[config.mk]
export PLATFORM = sky130hd
export DESIGN_NAME = gpt_port
export DESIGN_NICKNAME = d
export VERILOG_FILES = /design/src/gpt_pkg.sv /design/src/gpt_sync.sv /design/src/gpt_port.sv
export SDC_FILE = /design/constraint.sdc
export NUM_CORES = 1
export LEC_CHECK = 0
export BUFFER_PORTS_ARGS = -buffer_cell sky130_fd_sc_hd__buf_2
export CAP_MARGIN = 10
export CORE_ASPECT_RATIO = 0.9
export CORE_MARGIN = 5
export CORE_UTILIZATION = 40
export DETAILED_ROUTE_END_ITERATION = 8
export PLACE_DENSITY = 0.6
export RECOVER_POWER = 50
export SYNTH_ARGS = -nofsm -noshare
export SYNTH_HDL_FRONTEND = slang
export SYNTH_SLANG_ARGS = --single-unit
[constraint.sdc]
create_clock -name clk -period 2.54 [get_ports clk]
set_clock_uncertainty 0.05 [all_clocks]
set_input_delay 0.508 -clock clk [delete_from_list [all_inputs] [get_ports clk]]
set_output_delay 0.508 -clock clk [all_outputs]
set_load 0.03 [all_outputs]
[src/gpt_pkg.sv]
/*
 holds register offsets, reset values and bus constants for the touch-shared gpio ports.
 assumes a 32-bit axi4-lite register bus and one 100 MHz clock.
*/
package gpt_pkg;
  localparam int gpt_aw = 5;
  localparam logic [gpt_aw-1:0] gpt_off_touch_data = 5'h00;
  localparam logic [gpt_aw-1:0] gpt_off_touch_dir = 5'h04;
  localparam logic [gpt_aw-1:0] gpt_off_touch_pull = 5'h08;
  localparam logic [gpt_aw-1:0] gpt_off_touch_dis = 5'h0c;
  localparam logic [gpt_aw-1:0] gpt_off_osc_data = 5'h10;
  localparam logic [gpt_aw-1:0] gpt_off_osc_dir = 5'h14;
  localparam logic [gpt_aw-1:0] gpt_off_standby = 5'h18;
  localparam logic [gpt_aw-1:0] gpt_off_status = 5'h1c;
  localparam int gpt_osc_w = 3;
  localparam logic [7:0] gpt_rst_byte = 8'h00;
  localparam logic [gpt_osc_w-1:0] gpt_rst_osc = 3'h0;
  localparam logic [gpt_osc_w-1:0] gpt_osc_open_drain = 3'h4;
  localparam int gpt_stby_float_bit = 0;
  localparam int gpt_stby_touch_run_bit = 1;
  localparam logic [1:0] gpt_resp_okay = 2'h0;
  localparam logic [1:0] gpt_resp_slverr = 2'h2;
endpackage

[src/gpt_sync.sv]
/*
 holds a parameterised two-flop synchroniser for pin levels.
 assumes the input is asynchronous to clk.
*/
`timescale 1ns/1ns
module gpt_sync #(
  parameter int width = 8
) (
  input wire logic clk,
  input wire logic rst_n,
  input wire logic [width-1:0] async_in,
  output logic [width-1:0] sync_out
);
  logic [width-1:0] stage1;

  always_ff @(posedge clk or negedge rst_n) begin
    if (!rst_n) begin
      stage1 <= '0;
      sync_out <= '0;
    end else begin
      stage1 <= async_in;
      sync_out <= stage1;
    end
  end
endmodule

[src/gpt_port.sv]
/*
 holds the touch-shared 8-pin port, the 3-pin oscillator/reset port and their axi4-lite slave.
 assumes pins arrive asynchronously, standby entry comes as a level from the standby controller,
 and the cpu marks read-modify-write reads with a qualifier held with the read address.
*/
// The register addresses and register access over AXI4-Lite are this design's own decisions.
`timescale 1ns/1ns
module gpt_port
  import gpt_pkg::*;
(
  input wire logic clk,
  input wire logic rst_n,
  input wire logic [gpt_aw-1:0] s_axi_awaddr,
  input wire logic s_axi_awvalid,
  output logic s_axi_awready,
  input wire logic [31:0] s_axi_wdata,
  input wire logic [3:0] s_axi_wstrb,
  input wire logic s_axi_wvalid,
  output logic s_axi_wready,
  output logic [1:0] s_axi_bresp,
  output logic s_axi_bvalid,
  input wire logic s_axi_bready,
  input wire logic [gpt_aw-1:0] s_axi_araddr,
  input wire logic s_axi_arvalid,
  input wire logic read_modify_write,
  output logic s_axi_arready,
  output logic [31:0] s_axi_rdata,
  output logic [1:0] s_axi_rresp,
  output logic s_axi_rvalid,
  input wire logic s_axi_rready,
  input wire logic standby_enter,
  input wire logic [7:0] touch_pin_in,
  output logic [7:0] touch_pin_out,
  output logic [7:0] touch_pin_oe_n,
  output logic [7:0] touch_pullup_on,
  output logic [7:0] touch_port_in_en,
  output logic [7:0] touch_sense_en,
  output logic [gpt_osc_w-1:0] osc_pin_in_dummy_unused_n,
  input wire logic [gpt_osc_w-1:0] osc_pin_in,
  output logic [gpt_osc_w-1:0] osc_pin_out,
  output logic [gpt_osc_w-1:0] osc_pin_oe_n
);
  logic [7:0] touch_port_data_latch;
  logic [7:0] touch_port_direction;
  logic [7:0] touch_port_pullup_enable;
  logic [7:0] touch_input_disable_upper;
  logic [gpt_osc_w-1:0] osc_port_data_latch;
  logic [gpt_osc_w-1:0] osc_port_direction;
  logic standby_pin_float;
  logic touch_run_in_stop;
  logic [7:0] touch_sync;
  logic [gpt_osc_w-1:0] osc_sync;
  logic standby_sync;
  logic [gpt_aw-1:0] wr_addr;
  logic [31:0] wr_data;
  logic [3:0] wr_strb;
  logic aw_held;
  logic w_held;
  logic wr_fire;
  logic wr_hit;
  logic [31:0] next_rdata;
  logic rd_hit;
  logic float_now;
  logic [7:0] touch_in_blocked;
  logic [7:0] touch_pin_view;
  logic [gpt_osc_w-1:0] osc_pin_view;
  logic [7:0] next_touch_oe_n;
  logic [7:0] next_touch_out;
  logic [gpt_osc_w-1:0] next_osc_oe_n;
  logic wr_lane0;
  logic wr_touch_data;
  logic wr_touch_dir;
  logic wr_touch_pull;
  logic wr_touch_dis;
  logic wr_osc_data;
  logic wr_osc_dir;
  logic wr_standby;

  gpt_sync #(.width(8)) u_touch_sync (
    .clk(clk),
    .rst_n(rst_n),
    .async_in(touch_pin_in),
    .sync_out(touch_sync)
  );

  gpt_sync #(.width(gpt_osc_w + 1)) u_osc_sync (
    .clk(clk),
    .rst_n(rst_n),
    .async_in({standby_enter, osc_pin_in}),
    .sync_out({standby_sync, osc_sync})
  );

  // write channel capture, address and data in either order
  assign wr_fire = aw_held && w_held && !s_axi_bvalid;

  always_ff @(posedge clk or negedge rst_n) begin
    if (!rst_n) begin
      aw_held <= 1'b0;
      wr_addr <= '0;
    end else if (s_axi_awvalid && s_axi_awready) begin
      aw_held <= 1'b1;
      wr_addr <= s_axi_awaddr;
    end else if (wr_fire) begin
      aw_held <= 1'b0;
    end
  end

  always_ff @(posedge clk or negedge rst_n) begin
    if (!rst_n) begin
      w_held <= 1'b0;
      wr_data <= '0;
      wr_strb <= '0;
    end else if (s_axi_wvalid && s_axi_wready) begin
      w_held <= 1'b1;
      wr_data <= s_axi_wdata;
      wr_strb <= s_axi_wstrb;
    end else if (wr_fire) begin
      w_held <= 1'b0;
    end
  end

  always_ff @(posedge clk or negedge rst_n) begin
    if (!rst_n) begin
      s_axi_awready <= 1'b0;
      s_axi_wready <= 1'b0;
    end else begin
      s_axi_awready <= !aw_held && !(s_axi_awvalid && s_axi_awready) && !s_axi_bvalid;
      s_axi_wready <= !w_held && !(s_axi_wvalid && s_axi_wready) && !s_axi_bvalid;
    end
  end

  always_comb begin
    case (wr_addr)
      gpt_off_touch_data, gpt_off_touch_dir, gpt_off_touch_pull, gpt_off_touch_dis,
      gpt_off_osc_data, gpt_off_osc_dir, gpt_off_standby: wr_hit = 1'b1;
      default: wr_hit = 1'b0;
    endcase
  end

  always_ff @(posedge clk or negedge rst_n) begin
    if (!rst_n) begin
      s_axi_bvalid <= 1'b0;
      s_axi_bresp <= gpt_resp_okay;
    end else if (wr_fire) begin
      s_axi_bvalid <= 1'b1;
      s_axi_bresp <= wr_hit ? gpt_resp_okay : gpt_resp_slverr;
    end else if (s_axi_bready) begin
      s_axi_bvalid <= 1'b0;
    end
  end

  // only byte lane 0 carries register data
  assign wr_lane0 = wr_fire && wr_strb[0];
  assign wr_touch_data = wr_lane0 && (wr_addr == gpt_off_touch_data);
  assign wr_touch_dir = wr_lane0 && (wr_addr == gpt_off_touch_dir);
  assign wr_touch_pull = wr_lane0 && (wr_addr == gpt_off_touch_pull);
  assign wr_touch_dis = wr_lane0 && (wr_addr == gpt_off_touch_dis);
  assign wr_osc_data = wr_lane0 && (wr_addr == gpt_off_osc_data);
  assign wr_osc_dir = wr_lane0 && (wr_addr == gpt_off_osc_dir);
  assign wr_standby = wr_lane0 && (wr_addr == gpt_off_standby);

  always_ff @(posedge clk or negedge rst_n) begin
    if (!rst_n) begin
      touch_port_data_latch <= gpt_rst_byte;
    end else if (wr_touch_data) begin
      touch_port_data_latch <= wr_data[7:0];
    end
  end

  always_ff @(posedge clk or negedge rst_n) begin
    if (!rst_n) begin
      touch_port_direction <= gpt_rst_byte;
    end else if (wr_touch_dir) begin
      touch_port_direction <= wr_data[7:0];
    end
  end

  always_ff @(posedge clk or negedge rst_n) begin
    if (!rst_n) begin
      touch_port_pullup_enable <= gpt_rst_byte;
    end else if (wr_touch_pull) begin
      touch_port_pullup_enable <= wr_data[7:0];
    end
  end

  always_ff @(posedge clk or negedge rst_n) begin
    if (!rst_n) begin
      touch_input_disable_upper <= gpt_rst_byte;
    end else if (wr_touch_dis) begin
      touch_input_disable_upper <= wr_data[7:0];
    end
  end

  always_ff @(posedge clk or negedge rst_n) begin
    if (!rst_n) begin
      osc_port_data_latch <= gpt_rst_osc;
    end else if (wr_osc_data) begin
      osc_port_data_latch <= wr_data[gpt_osc_w-1:0];
    end
  end

  always_ff @(posedge clk or negedge rst_n) begin
    if (!rst_n) begin
      osc_port_direction <= gpt_rst_osc;
    end else if (wr_osc_dir) begin
      osc_port_direction <= wr_data[gpt_osc_w-1:0];
    end
  end

  always_ff @(posedge clk or negedge rst_n) begin
    if (!rst_n) begin
      standby_pin_float <= 1'b0;
      touch_run_in_stop <= 1'b0;
    end else if (wr_standby) begin
      standby_pin_float <= wr_data[gpt_stby_float_bit];
      touch_run_in_stop <= wr_data[gpt_stby_touch_run_bit];
    end
  end

  // pin side control
  assign float_now = standby_sync && standby_pin_float;
  // touch input stays live in standby when touch run is set
  assign touch_in_blocked = float_now && !touch_run_in_stop ? 8'hff : 8'h00;
  // blocked inputs read low; port input needs its disable bit set
  assign touch_pin_view = touch_sync & ~touch_in_blocked & touch_input_disable_upper;
  assign osc_pin_view = float_now ? gpt_rst_osc : osc_sync;

  always_comb begin
    next_touch_out = touch_port_data_latch;
    next_touch_oe_n = float_now ? 8'hff : ~touch_port_direction;
    next_osc_oe_n = float_now ? {gpt_osc_w{1'b1}} : ~osc_port_direction;
    // open-drain pin releases rather than drives high
    next_osc_oe_n = next_osc_oe_n | (gpt_osc_open_drain & osc_port_data_latch);
  end

  always_ff @(posedge clk or negedge rst_n) begin
    if (!rst_n) begin
      touch_pin_out <= gpt_rst_byte;
      touch_pin_oe_n <= 8'hff;
    end else begin
      touch_pin_out <= next_touch_out;
      touch_pin_oe_n <= next_touch_oe_n;
    end
  end

  // pull-up dropped on any pin driving low
  always_ff @(posedge clk or negedge rst_n) begin
    if (!rst_n) begin
      touch_pullup_on <= gpt_rst_byte;
    end else begin
      touch_pullup_on <= touch_port_pullup_enable & ~(~next_touch_oe_n & ~next_touch_out);
    end
  end

  always_ff @(posedge clk or negedge rst_n) begin
    if (!rst_n) begin
      touch_port_in_en <= gpt_rst_byte;
      touch_sense_en <= gpt_rst_byte;
    end else begin
      touch_port_in_en <= touch_input_disable_upper & ~touch_in_blocked;
      touch_sense_en <= ~touch_input_disable_upper & ~touch_in_blocked;
    end
  end

  always_ff @(posedge clk or negedge rst_n) begin
    if (!rst_n) begin
      osc_pin_out <= gpt_rst_osc;
      osc_pin_oe_n <= {gpt_osc_w{1'b1}};
    end else begin
      osc_pin_out <= osc_port_data_latch;
      osc_pin_oe_n <= next_osc_oe_n;
    end
  end

  always_ff @(posedge clk or negedge rst_n) begin
    if (!rst_n) begin
      osc_pin_in_dummy_unused_n <= {gpt_osc_w{1'b1}};
    end else begin
      osc_pin_in_dummy_unused_n <= ~osc_pin_view;
    end
  end

  // read path
  always_comb begin
    rd_hit = 1'b1;
    next_rdata = '0;
    case (s_axi_araddr)
      gpt_off_touch_data: begin
        // output pins and modify reads see the latch
        next_rdata[7:0] = read_modify_write ? touch_port_data_latch :
          (touch_port_direction & touch_port_data_latch) | (~touch_port_direction & touch_pin_view);
      end
      gpt_off_touch_dir: next_rdata[7:0] = touch_port_direction;
      gpt_off_touch_pull: next_rdata[7:0] = touch_port_pullup_enable;
      gpt_off_touch_dis: next_rdata[7:0] = touch_input_disable_upper;
      gpt_off_osc_data: begin
        next_rdata[gpt_osc_w-1:0] = read_modify_write ? osc_port_data_latch :
          (osc_port_direction & osc_port_data_latch) | (~osc_port_direction & osc_pin_view);
      end
      gpt_off_osc_dir: next_rdata[gpt_osc_w-1:0] = osc_port_direction;
      gpt_off_standby: begin
        next_rdata[gpt_stby_float_bit] = standby_pin_float;
        next_rdata[gpt_stby_touch_run_bit] = touch_run_in_stop;
      end
      gpt_off_status: next_rdata[0] = float_now;
      default: rd_hit = 1'b0;
    endcase
  end

  always_ff @(posedge clk or negedge rst_n) begin
    if (!rst_n) begin
      s_axi_arready <= 1'b0;
    end else begin
      s_axi_arready <= !s_axi_rvalid && !(s_axi_arvalid && s_axi_arready);
    end
  end

  always_ff @(posedge clk or negedge rst_n) begin
    if (!rst_n) begin
      s_axi_rvalid <= 1'b0;
      s_axi_rdata <= '0;
      s_axi_rresp <= gpt_resp_okay;
    end else if (s_axi_arvalid && s_axi_arready) begin
      s_axi_rvalid <= 1'b1;
      s_axi_rdata <= next_rdata;
      s_axi_rresp <= rd_hit ? gpt_resp_okay : gpt_resp_slverr;
    end else if (s_axi_rready) begin
      s_axi_rvalid <= 1'b0;
    end
  end
endmodule

# Word-level counts from Yosys, hierarchy flattened
# Index checks and enable logic that the tools add are counted.
[word_totals]
word_cells = 124
ramBits = 0
latch_bits = 0
register_bits = 146
out_inout_bits = 90
romBits = 0
memories = 0
[op_classes]
add_sub_neg = 0
magnitude_cmp = 0
reduce_logical = 36
bitwise_logic = 21
n_div = 0
muxes = 21
mul = 0
eq_ne = 13
shift = 0
[op_table]
columns = ["cell", "count"]
rows = [
  ["$and 8x8->8", 8],
  ["$not 8->8", 6],
  ["$eq 5x5->1 const B", 7],
  ["$mux 8", 3],
  ["$eq 5x4->1 const B", 4],
  ["$logic_and 1x1->1", 20],
  ["$pmux 5 s4", 1],
  ["$eq 5x3->1 const B", 2],
  ["$logic_not 5->1", 2],
  ["$mux 1", 9],
  ["$mux 3", 3],
  ["$logic_not 1->1", 8],
  ["$or 8x8->8", 1],
  ["$pmux 1 s8", 1],
  ["$reduce_bool 2->1", 4],
  ["$reduce_or 8->1", 1],
  ["$pmux 1 s7", 1],
  ["$reduce_or 7->1", 1],
  ["$and 3x3->3", 2],
  ["$not 3->3", 2],
  ["$or 3x3->3", 2],
  ["$pmux 1 s6", 1],
  ["$mux 2", 2],
]

# Depth between registers and ports, before layout
# Gate-level depths: netlist of the first run.
[depth]
ltp_word = 10
depth_mapped = 6
depth_no_buf = 4

# Modules after synthesis
# A second synthesis of the first run with hierarchy kept.
[hier_totals]
hier_cells = 403
area_unflattened_um2 = 5575.3
[modules_own_cells]
columns = ["module", "area_per_inst_um2", "cells_per_inst", "n_inst", "seq_area_each_um2"]
rows = [
  ["gpt_port", 4974.8, 379, 1, 3020.4],
  ["gpt_sync at u_touch_sync", 400.4, 16, 1, 400.4],
  ["gpt_sync at u_osc_sync", 200.2, 8, 1, 200.2],
]

# Worst setup path before layout of the first run
# No wires, ideal clock.
[synth_timing]
path_type = "reg2reg"
start = "register s_axi_bvalid"
end = "register touch_port_pullup_enable[0]"
path_stages_with_launch = 6
n_path_buf = 1
period_less_slack_ns = 2.043
arrival_ns = 1.868
setup_slack_ns = 0.497
cell_sequence = "dfrtp_1 -> inv_1 -> nand4_2 -> or4b_4 -> buf_6 -> mux2_4"
[synth_via]
elab_chain_len = 4
[synth_rtl]
columns = ["element", "line_no", "source"]
rows = [
  ["start: declaration", "gpt_port.sv:21", "output logic s_axi_bvalid,"],
  ["start signal: assignment", "gpt_port.sv:142", "s_axi_bvalid <= 1'b0;"],
  ["start signal: assignment", "gpt_port.sv:145", "s_axi_bvalid <= 1'b1;"],
  ["start signal: assignment", "gpt_port.sv:148", "s_axi_bvalid <= 1'b0;"],
  ["$logic_not 1->1", "gpt_port.sv:94", "assign wr_fire = aw_held && w_held && !s_axi_bvalid;"],
  ["$logic_and 1x1->1", "gpt_port.sv:94", ""],
  ["$logic_and 1x1->1", "gpt_port.sv:153", "assign wr_lane0 = wr_fire && wr_strb[0];"],
  ["$logic_and 1x1->1", "gpt_port.sv:156", "assign wr_touch_pull = wr_lane0 && (wr_addr == gpt_off_touch_pull);"],
  ["end signal: assignment", "gpt_port.sv:180", "touch_port_pullup_enable <= gpt_rst_byte;"],
  ["end signal: assignment", "gpt_port.sv:182", "touch_port_pullup_enable <= wr_data[7:0];"],
  ["end: declaration", "gpt_port.sv:45", "logic [7:0] touch_port_pullup_enable;"],
]
# No other way between the ends.
# A chain may end at the register's enable or synchronous reset.

# Final worst setup path of the first run
[layout_timing]
start = "register wr_addr[4]"
end = "register touch_port_pullup_enable[6]"
[layout_via]
elab_chain_len = 2
[layout_rtl]
columns = ["element", "line_no", "source"]
rows = [
  ["start: declaration", "gpt_port.sv:54", "logic [gpt_aw-1:0] wr_addr;"],
  ["start signal: assignment", "gpt_port.sv:102", "wr_addr <= s_axi_awaddr;"],
  ["$eq 5x4->1", "gpt_port.sv:156", ""],
  ["$logic_and 1x1->1", "gpt_port.sv:156", ""],
]
# No other way between the ends.

==> results of run 1 <==
stage by stage:
stage,power (uW),area (um^2),setup WS [ns],hold WS (ns)
2_1_floorplan,5050,5640,0.497,0.162
3_3_place_gp,5710,6200,0.440,0.282
3_5_place_dp,5770,6200,0.345,0.286
4_1_cts,8180,6770,0.452,0.121
5_1_grt,8520,6760,0.301,0.120
6_report,8100,6760,0.440,0.137
worst paths after layout:
check	depth (start not counted)	end	from
setup / recovery	3	touch_port_pullup_enable[6]	wr_addr[4]
hold / removal	1	u_osc_sync.stage1[0]	osc_pin_in[0]
setup reg to reg	3	touch_port_pullup_enable[6]	wr_addr[4]
hold reg to reg	0	u_touch_sync.sync_out[5]	u_touch_sync.stage1[5]
max in group asynchronous	3	touch_pin_oe_n[4]	rst_n
min in group asynchronous	2	touch_pullup_on[5]	rst_n
flip-flops by register name, indices dropped and copies added (netlist names), 3 cells and up:
signal                     cells
next_touch_out                 8
osc_pin_in_dummy_unused_n      3
osc_pin_oe_n                   3
osc_pin_out                    3
osc_port_data_latch            3
osc_port_direction             3
s_axi_rdata                    8
touch_input_disable_upper      8
touch_pin_oe_n                 8
touch_pin_out                  8
touch_port_direction           8
touch_port_in_en               8
touch_port_pullup_enable       8
touch_pullup_on                8
touch_sense_en                 8
u_osc_sync.stage1              4
u_osc_sync.sync_out            4
u_touch_sync.stage1            8
u_touch_sync.sync_out          8
wr_addr                        5
wr_data                        8
synth_stat cells, types with 2 or more instances:
library cell	instances
o221ai_1	5
buf_4	26
a22oi_1	2
and2_1	10
nand2b_1	2
mux2_4	8
a21o_1	2
dfstp_2	14
dfrtp_1	130
a41oi_1	2
inv_1	5
a21bo_2	2
a21oi_1	3
nor4b_1	2
buf_2	2
nor2b_1	8
and3_1	8
nor4_1	3
nand3b_1	2
a211oi_1	2
nand4_1	3
nand3_1	2
a221oi_1	7
nor2_1	21
clkbuf_1	10
nor4_4	2
mux2_2	48
o31ai_1	2
nand2_1	29
a32o_1	2
o21ai_0	11
a31oi_1	5
o21a_1	8
power by group through the flow:
| stage | Sequential, uW | Combinational [uW] | Clock (uW) |
|---|---|---|---|
| after floorplan | 4100 | 947 | 0 |
| after global placement | 3670 | 2040 | 0 |
| after detailed placement | 3690 | 2080 | 0 |
| after CTS | 3660 | 2090 | 2420 |
| after global routing | 3770 | 2220 | 2530 |
| final | 3670 | 2060 | 2370 |
worst max-delay path, stage by stage (launching register included):
cell     delay, ns
dfrtp_1       0.40
or3_1         0.51
or4b_4        0.67
mux2_4        0.35
metal layers:
layer,up-vias,share of wire [%]
li1,1621,-
met1,1770,45
met2,133,46
met3,16,7.7
met4,0,1.2
met5,-,0
cells by family (layout without fill, tap and decap cells):
logic type / Yosys count / count (layout) / synth area share (%)
other cells: 1 / 26 / 0.0676
simple gates: 100 / 100 / 10.1
flops: 144 / 144 / 65.3
buf+inv: 44 / 150 / 4.92
mux: 56 / 56 / 11.9
compound gates: 58 / 58 / 7.74
cell type report:
cell class,count,share of cell area (%)
tap,168,3.11
clock inverter,7,1.30
multi-input combinational,240,25.8
inverter,5,0.278
sequential,144,53.6
timing repair buffer,113,8.87
clock buffer,25,7.03
==> impl_metrics.env, run 1 <==
export IMPL_yosysWarnings=0
export IMPL_avgSynthCellArea_um2=13.8
export IMPL_max_cap_viol_count=0
export IMPL_synth_seq_cells=144
export IMPL_use_met2_pct=24.6
export IMPL_root_buffer="clkbuf_16"
export IMPL_run_status="finished clean"
export IMPL_antenna_cells=0
export IMPL_num_io_pins=156
export IMPL_io_buffers=102
export IMPL_cts_sinks=144
export IMPL_ctsHoldBuffers=1
export IMPL_reg2reg_slack_ns=0.44
export IMPL_clock_latency_ns=0.42
export IMPL_start_kind="register"
export IMPL_place_congestion=0.877
export IMPL_max_clock_freq_mhz=476
export IMPL_vdd_ir_drop_worst_mv=0.618
export IMPL_grtUsageMet3_pct=6.28
export IMPL_ys_seq_area_share_pct=65.3
export IMPL_vias=3540
export IMPL_first_iter_violations=203
export IMPL_rsz0062_at_grt="false"
export IMPL_initial_core_util_pct=41.2
export IMPL_die_area_um2=16300
export IMPL_grt_antenna_before_repair=0
export IMPL_drt_pass1_iterations=4
export IMPL_rows=40
export IMPL_grt_pass1_vias=3648
export IMPL_hp_class="in2reg"
export IMPL_intPower_uw=5330
export IMPL_grt_busiest_layer="met2"
export IMPL_post_cts_buffers=0
export IMPL_fin_cells=702
export IMPL_die_w_um=134
export IMPL_finish_net_count=587
export IMPL_path_clk_slew_ns=0.06
export IMPL_synthCells=403
export IMPL_grt_usage_pct=16.4
export IMPL_grt_start_max_net_pins=53
export IMPL_p_leak_uw=0.00326
export IMPL_design_core_area_um2=13500
export IMPL_pwr_share_comb_pct=25.4
export IMPL_hpwl_um=8880
export IMPL_synth_cell_type_count=48
export IMPL_cts_buffers=17
export IMPL_yosys_most_used_dff="dfrtp_1"
export IMPL_finalMaxSlewViolations=0
export IMPL_drt_total_wl_um=12900
export IMPL_powerDensity_nw_per_um2=1200
export IMPL_fp_dieH_um=122
export IMPL_slew_headroom_pct=14.0
export IMPL_gr_usage_met1_pct=22.3
export IMPL_synth_edf_count=0
export IMPL_yosys_top_cells_area="dfrtp_1 (59%), mux2_2 (9.7%), dfstp_2 (6.6%)"
export IMPL_tightestPinTransition_ns=1.29
export IMPL_switching_share_pct=34.2
export IMPL_nFillCells=1188
export IMPL_finalHoldViolations=0
export IMPL_power_switching_uw=2770
export IMPL_area_growth_pct=21.9
export IMPL_routedWlPerCell_um=18.4
export IMPL_sequentialPowerShare_pct=45.3
export IMPL_regArea_um2=3620
export IMPL_synth_top_area_cell="dfrtp_1"
export IMPL_endpoint_kind="register"
export IMPL_cts_resized=0
export IMPL_vias_per_cell=5.04
export IMPL_layout_commonest_cell="dfrtp_1"
export IMPL_final_util_pct=50.2
export IMPL_drtAntennaViolNets=0
export IMPL_setup_tns_final_ns=0
export IMPL_synthArstFlopShare_pct=100
export IMPL_cts_tree="done"
export IMPL_post_place_cells=669
export IMPL_multi_input_area_um2=1750
export IMPL_synth_top_area_share_pct=58.7
export IMPL_drive_above_1_share_pct=39.9
export IMPL_worst_ep_required_time_ns=2.79
export IMPL_htreeDepth=4
export IMPL_drc=0
export IMPL_worstPathMaxFanout=8
export IMPL_mappedNetlistArea_um2=5550
export IMPL_final_setup_viol_count=0
export IMPL_clockBufferDepth=2
export IMPL_arrival_ns=2.35
export IMPL_overflow=0
export IMPL_clkPwrFrac_pct=29.2
export IMPL_grt_pass1_wl_um=20200
export IMPL_crit_type="reg2reg"
export IMPL_fin_crit_sh_pct=82.7
export IMPL_mostFrequentLayoutCells="dfrtp_1 (130), buf_2 (100), mux2_2 (48)"
export IMPL_fin_crit_ns=2.10
(Power assumes the default switching activity.)
==> inputs of run 2 (changes only) <==
--- a/config.mk
+++ b/config.mk
@@ -5,13 +5,14 @@
 export SDC_FILE = /design/constraint.sdc
 export NUM_CORES = 1
 export LEC_CHECK = 0
+export ABC_AREA = 1
 export BUFFER_PORTS_ARGS = -buffer_cell sky130_fd_sc_hd__buf_2
 export CAP_MARGIN = 10
 export CORE_ASPECT_RATIO = 0.9
 export CORE_MARGIN = 5
 export CORE_UTILIZATION = 40
 export DETAILED_ROUTE_END_ITERATION = 8
-export PLACE_DENSITY = 0.6
+export PLACE_DENSITY = 0.62
 export RECOVER_POWER = 50
 export SYNTH_ARGS = -nofsm -noshare
 export SYNTH_HDL_FRONTEND = slang
==> constraint.sdc (replaced) <==
create_clock -name clk -period 1.75 [get_ports clk]
set_clock_uncertainty 0.05 [all_clocks]
set_input_delay 0.35 -clock clk [delete_from_list [all_inputs] [get_ports clk]]
set_output_delay 0.35 -clock clk [all_outputs]
set_load 0.03 [all_outputs]
==> run 2 against run 1 <==
Combinational power up 47%. Global-route usage grew 0.18 points. Largest power group unchanged. Power rose by 48%. Utilization is 1.1 points higher. Register-to-register slack worse by 0.30 ns. Clock-buffer cell count down 6. Sequential power rose by 32%.
==> impl_metrics.env, run 2 <==
export IMPL_run_status="finished clean"
export IMPL_crit_chain="nand2_1 -> buf_4 -> buf_4 -> nand2_1 -> o21ai_0 -> inv_1"
export IMPL_p_total_uw=12000
export IMPL_p_leak_uw=0.00370
export IMPL_start_kind="register"
export IMPL_synth_edf_count=0
export IMPL_fin_crit_ns=1.61
export IMPL_rsz0062_at_grt="false"
export IMPL_antenna_cells=0
export IMPL_yosys_most_used_dff="dfrtp_1"
export IMPL_finalMaxSlewViolations=0
export IMPL_clockBufferDepth=2
export IMPL_nFillCells=1284
export IMPL_min_from="s_axi_rready"
export IMPL_worstRegToRegCells=6
export IMPL_synth_seq_cells=144
export IMPL_grt_pass1_wl_um=21300
export IMPL_drt_pass1_iterations=4
export IMPL_endpoint_kind="register"
export IMPL_r2r_end="touch_pullup_on[7]"
export IMPL_num_io_pins=156
export IMPL_ys_seq_area_share_pct=63.7
export IMPL_mappedNetlistArea_um2=5690
export IMPL_max_stage_delay_ns=0.43
export IMPL_ys_top_cells_by_count="dfrtp_1 (130), nand2_1 (116), o21ai_0 (55)"
export IMPL_startpoint="standby_pin_float"
export IMPL_avgSynthCellArea_um2=10.2
export IMPL_regArea_um2=3620
export IMPL_fin_crit_sh_pct=92.2
export IMPL_worstPathMaxFanout=7
export IMPL_grt_antenna_before_repair=0
export IMPL_slew_headroom_pct=48.9
export IMPL_finish_net_count=762
export IMPL_drtAntennaViolNets=0
export IMPL_tightestPinTransition_ns=0.766
export IMPL_initial_core_util_pct=40.6
export IMPL_rows=41
export IMPL_synthCells=559
export IMPL_fin_cells=902
export IMPL_arrival_ns=1.85
export IMPL_crit_type="reg2reg"
export IMPL_yosysMostFrequentCell="dfrtp_1"
export IMPL_design_core_area_um2=14000
export IMPL_grt_start_max_net_pins=41
export IMPL_drc=0
export IMPL_die_w_um=136
export IMPL_root_buffer="clkbuf_16"
export IMPL_finalHoldViolations=0
export IMPL_final_setup_viol_count=0
export IMPL_vdd_ir_drop_worst_mv=0.902
export IMPL_die_area_um2=16700
export IMPL_synthArstFlopShare_pct=100
export IMPL_path_depth=6
export IMPL_worst_ep_required_time_ns=1.99
export IMPL_r2r_start="standby_pin_float"
export IMPL_grt_usage_pct=16.6
export IMPL_crit_end="touch_pullup_on[7]"
export IMPL_cp_slowest_cell="dfrtp_1"
export IMPL_hp_class="in2reg"
export IMPL_cts_sinks=144
export IMPL_powerDensity_nw_per_um2=1670
export IMPL_first_iter_violations=295
export IMPL_grt_pass1_vias=4201
export IMPL_post_place_cells=857
export IMPL_yosys_top_cells_area="dfrtp_1 (57%), nand2_1 (7.7%), dfstp_2 (6.5%)"
export IMPL_max_cap_viol_count=0
export IMPL_io_buffers=102
export IMPL_yosysWarnings=0
export IMPL_routedWlPerCell_um=14.4
export IMPL_max_clock_freq_mhz=620
export IMPL_vias_per_cell=4.56
export IMPL_cts_buffers=17
export IMPL_reg2reg_slack_ns=0.14
export IMPL_cts_tree="done"
export IMPL_synth_cell_type_count=31
export IMPL_synth_top_area_share_pct=57.2
export IMPL_critical_path_top_delay_family="flip-flops"
export IMPL_cts_resized=0
export IMPL_fp_dieH_um=123
export IMPL_area_growth_pct=26.3
export IMPL_setup_tns_final_ns=0
export IMPL_hpwl_um=9370
export IMPL_drive_above_1_share_pct=27.4
export IMPL_htreeDepth=4
export IMPL_mostFrequentLayoutCells="dfrtp_1 (130), nand2_1 (116), buf_2 (101)"
export IMPL_clock_latency_ns=0.42
export IMPL_path_clk_slew_ns=0.06
export IMPL_multi_input_area_um2=1670
export IMPL_crit_buf_inv=3
export IMPL_vias=4113
export IMPL_place_congestion=0.867
export IMPL_overflow=0
export IMPL_synth_top_area_cell="dfrtp_1"
export IMPL_drt_total_wl_um=13000
export IMPL_layout_commonest_cell="dfrtp_1"
## run 2: changes by cell type after synthesis, moves of 10 or more
cell / change
nor2_1: +31
o21ai_2: +10
and2_1: -10
nand4_1: +14
nand3_1: +19
o21ai_0: +44
mux2_2: -46
a21oi_1: +16
nand2_1: +87
inv_1: +44
## run 2: report_power, final
group	leakage (uW)	total (uW)	internal (uW)	switching (uW)
Sequential	0.00179	4840	4270	570
Clock	0.000338	4120	2750	1370
Combinational	0.00157	3030	841	2190
Total	0.00370	12000	7870	4120
## run 2: layer usage
metal  vias to the layer above  global-route usage (%)  wire [um]
met1                      1935                    23.1       5850
met4                         0                    6.11        216
li1                       2017                       -          -
met3                        17                    5.17       1050
met2                       144                    24.6       5890
met5                         -                       0          0
## run 2: final cells by class
type,instances,area share (%)
flip-flops and latches,144,50.4
repair buffers,134,10.6
inverters,54,2.82
clock inverters,13,3.20
clock buffers,19,6.30
multi-input cells,345,23.3
well taps,193,3.36
## run 2: repair_timing
item / 4_1_cts / 5_1_grt
endpoints found under the hold margin: 43 / 0
hold buffers: 13 / 0
setup buffers: 0 / 0
## run 2: cells by family after synthesis
logic type             count (synthesis)  synth area share, %
AOI/OAI and AO/OA                     87                 8.42
buffers and inverters                 95                 8.60
DFF                                  144                 63.7
muxes                                  2                0.396
other                                  1               0.0659
and+or+nand+nor                      230                 18.9
## run 2: stage by stage
step	utilization, %	setup slack [ns]	hold slack, ns	instance area [um^2]
floorplan	-	0.282	0.00441	5780
global placement	45.9	0.135	0.227	6420
detailed placement	45.9	0.131	0.232	6420
CTS	51.7	0.138	0.0247	7230
global route	51.3	0.0587	0.0380	7180
finish	51.3	0.137	0.0465	7180
## run 2: worst min-delay path by stage
stage	endpoint	slack, ns	depth (start not counted)
5_1_grt	s_axi_rvalid	0.04	2
3_3_place_gp	u_osc_sync.stage1[1]	0.23	1
2_1_floorplan	aw_held	0.004	0
6_report	s_axi_rvalid	0.05	2
4_1_cts	s_axi_rvalid	0.02	2
3_5_place_dp	u_osc_sync.stage1[1]	0.23	1
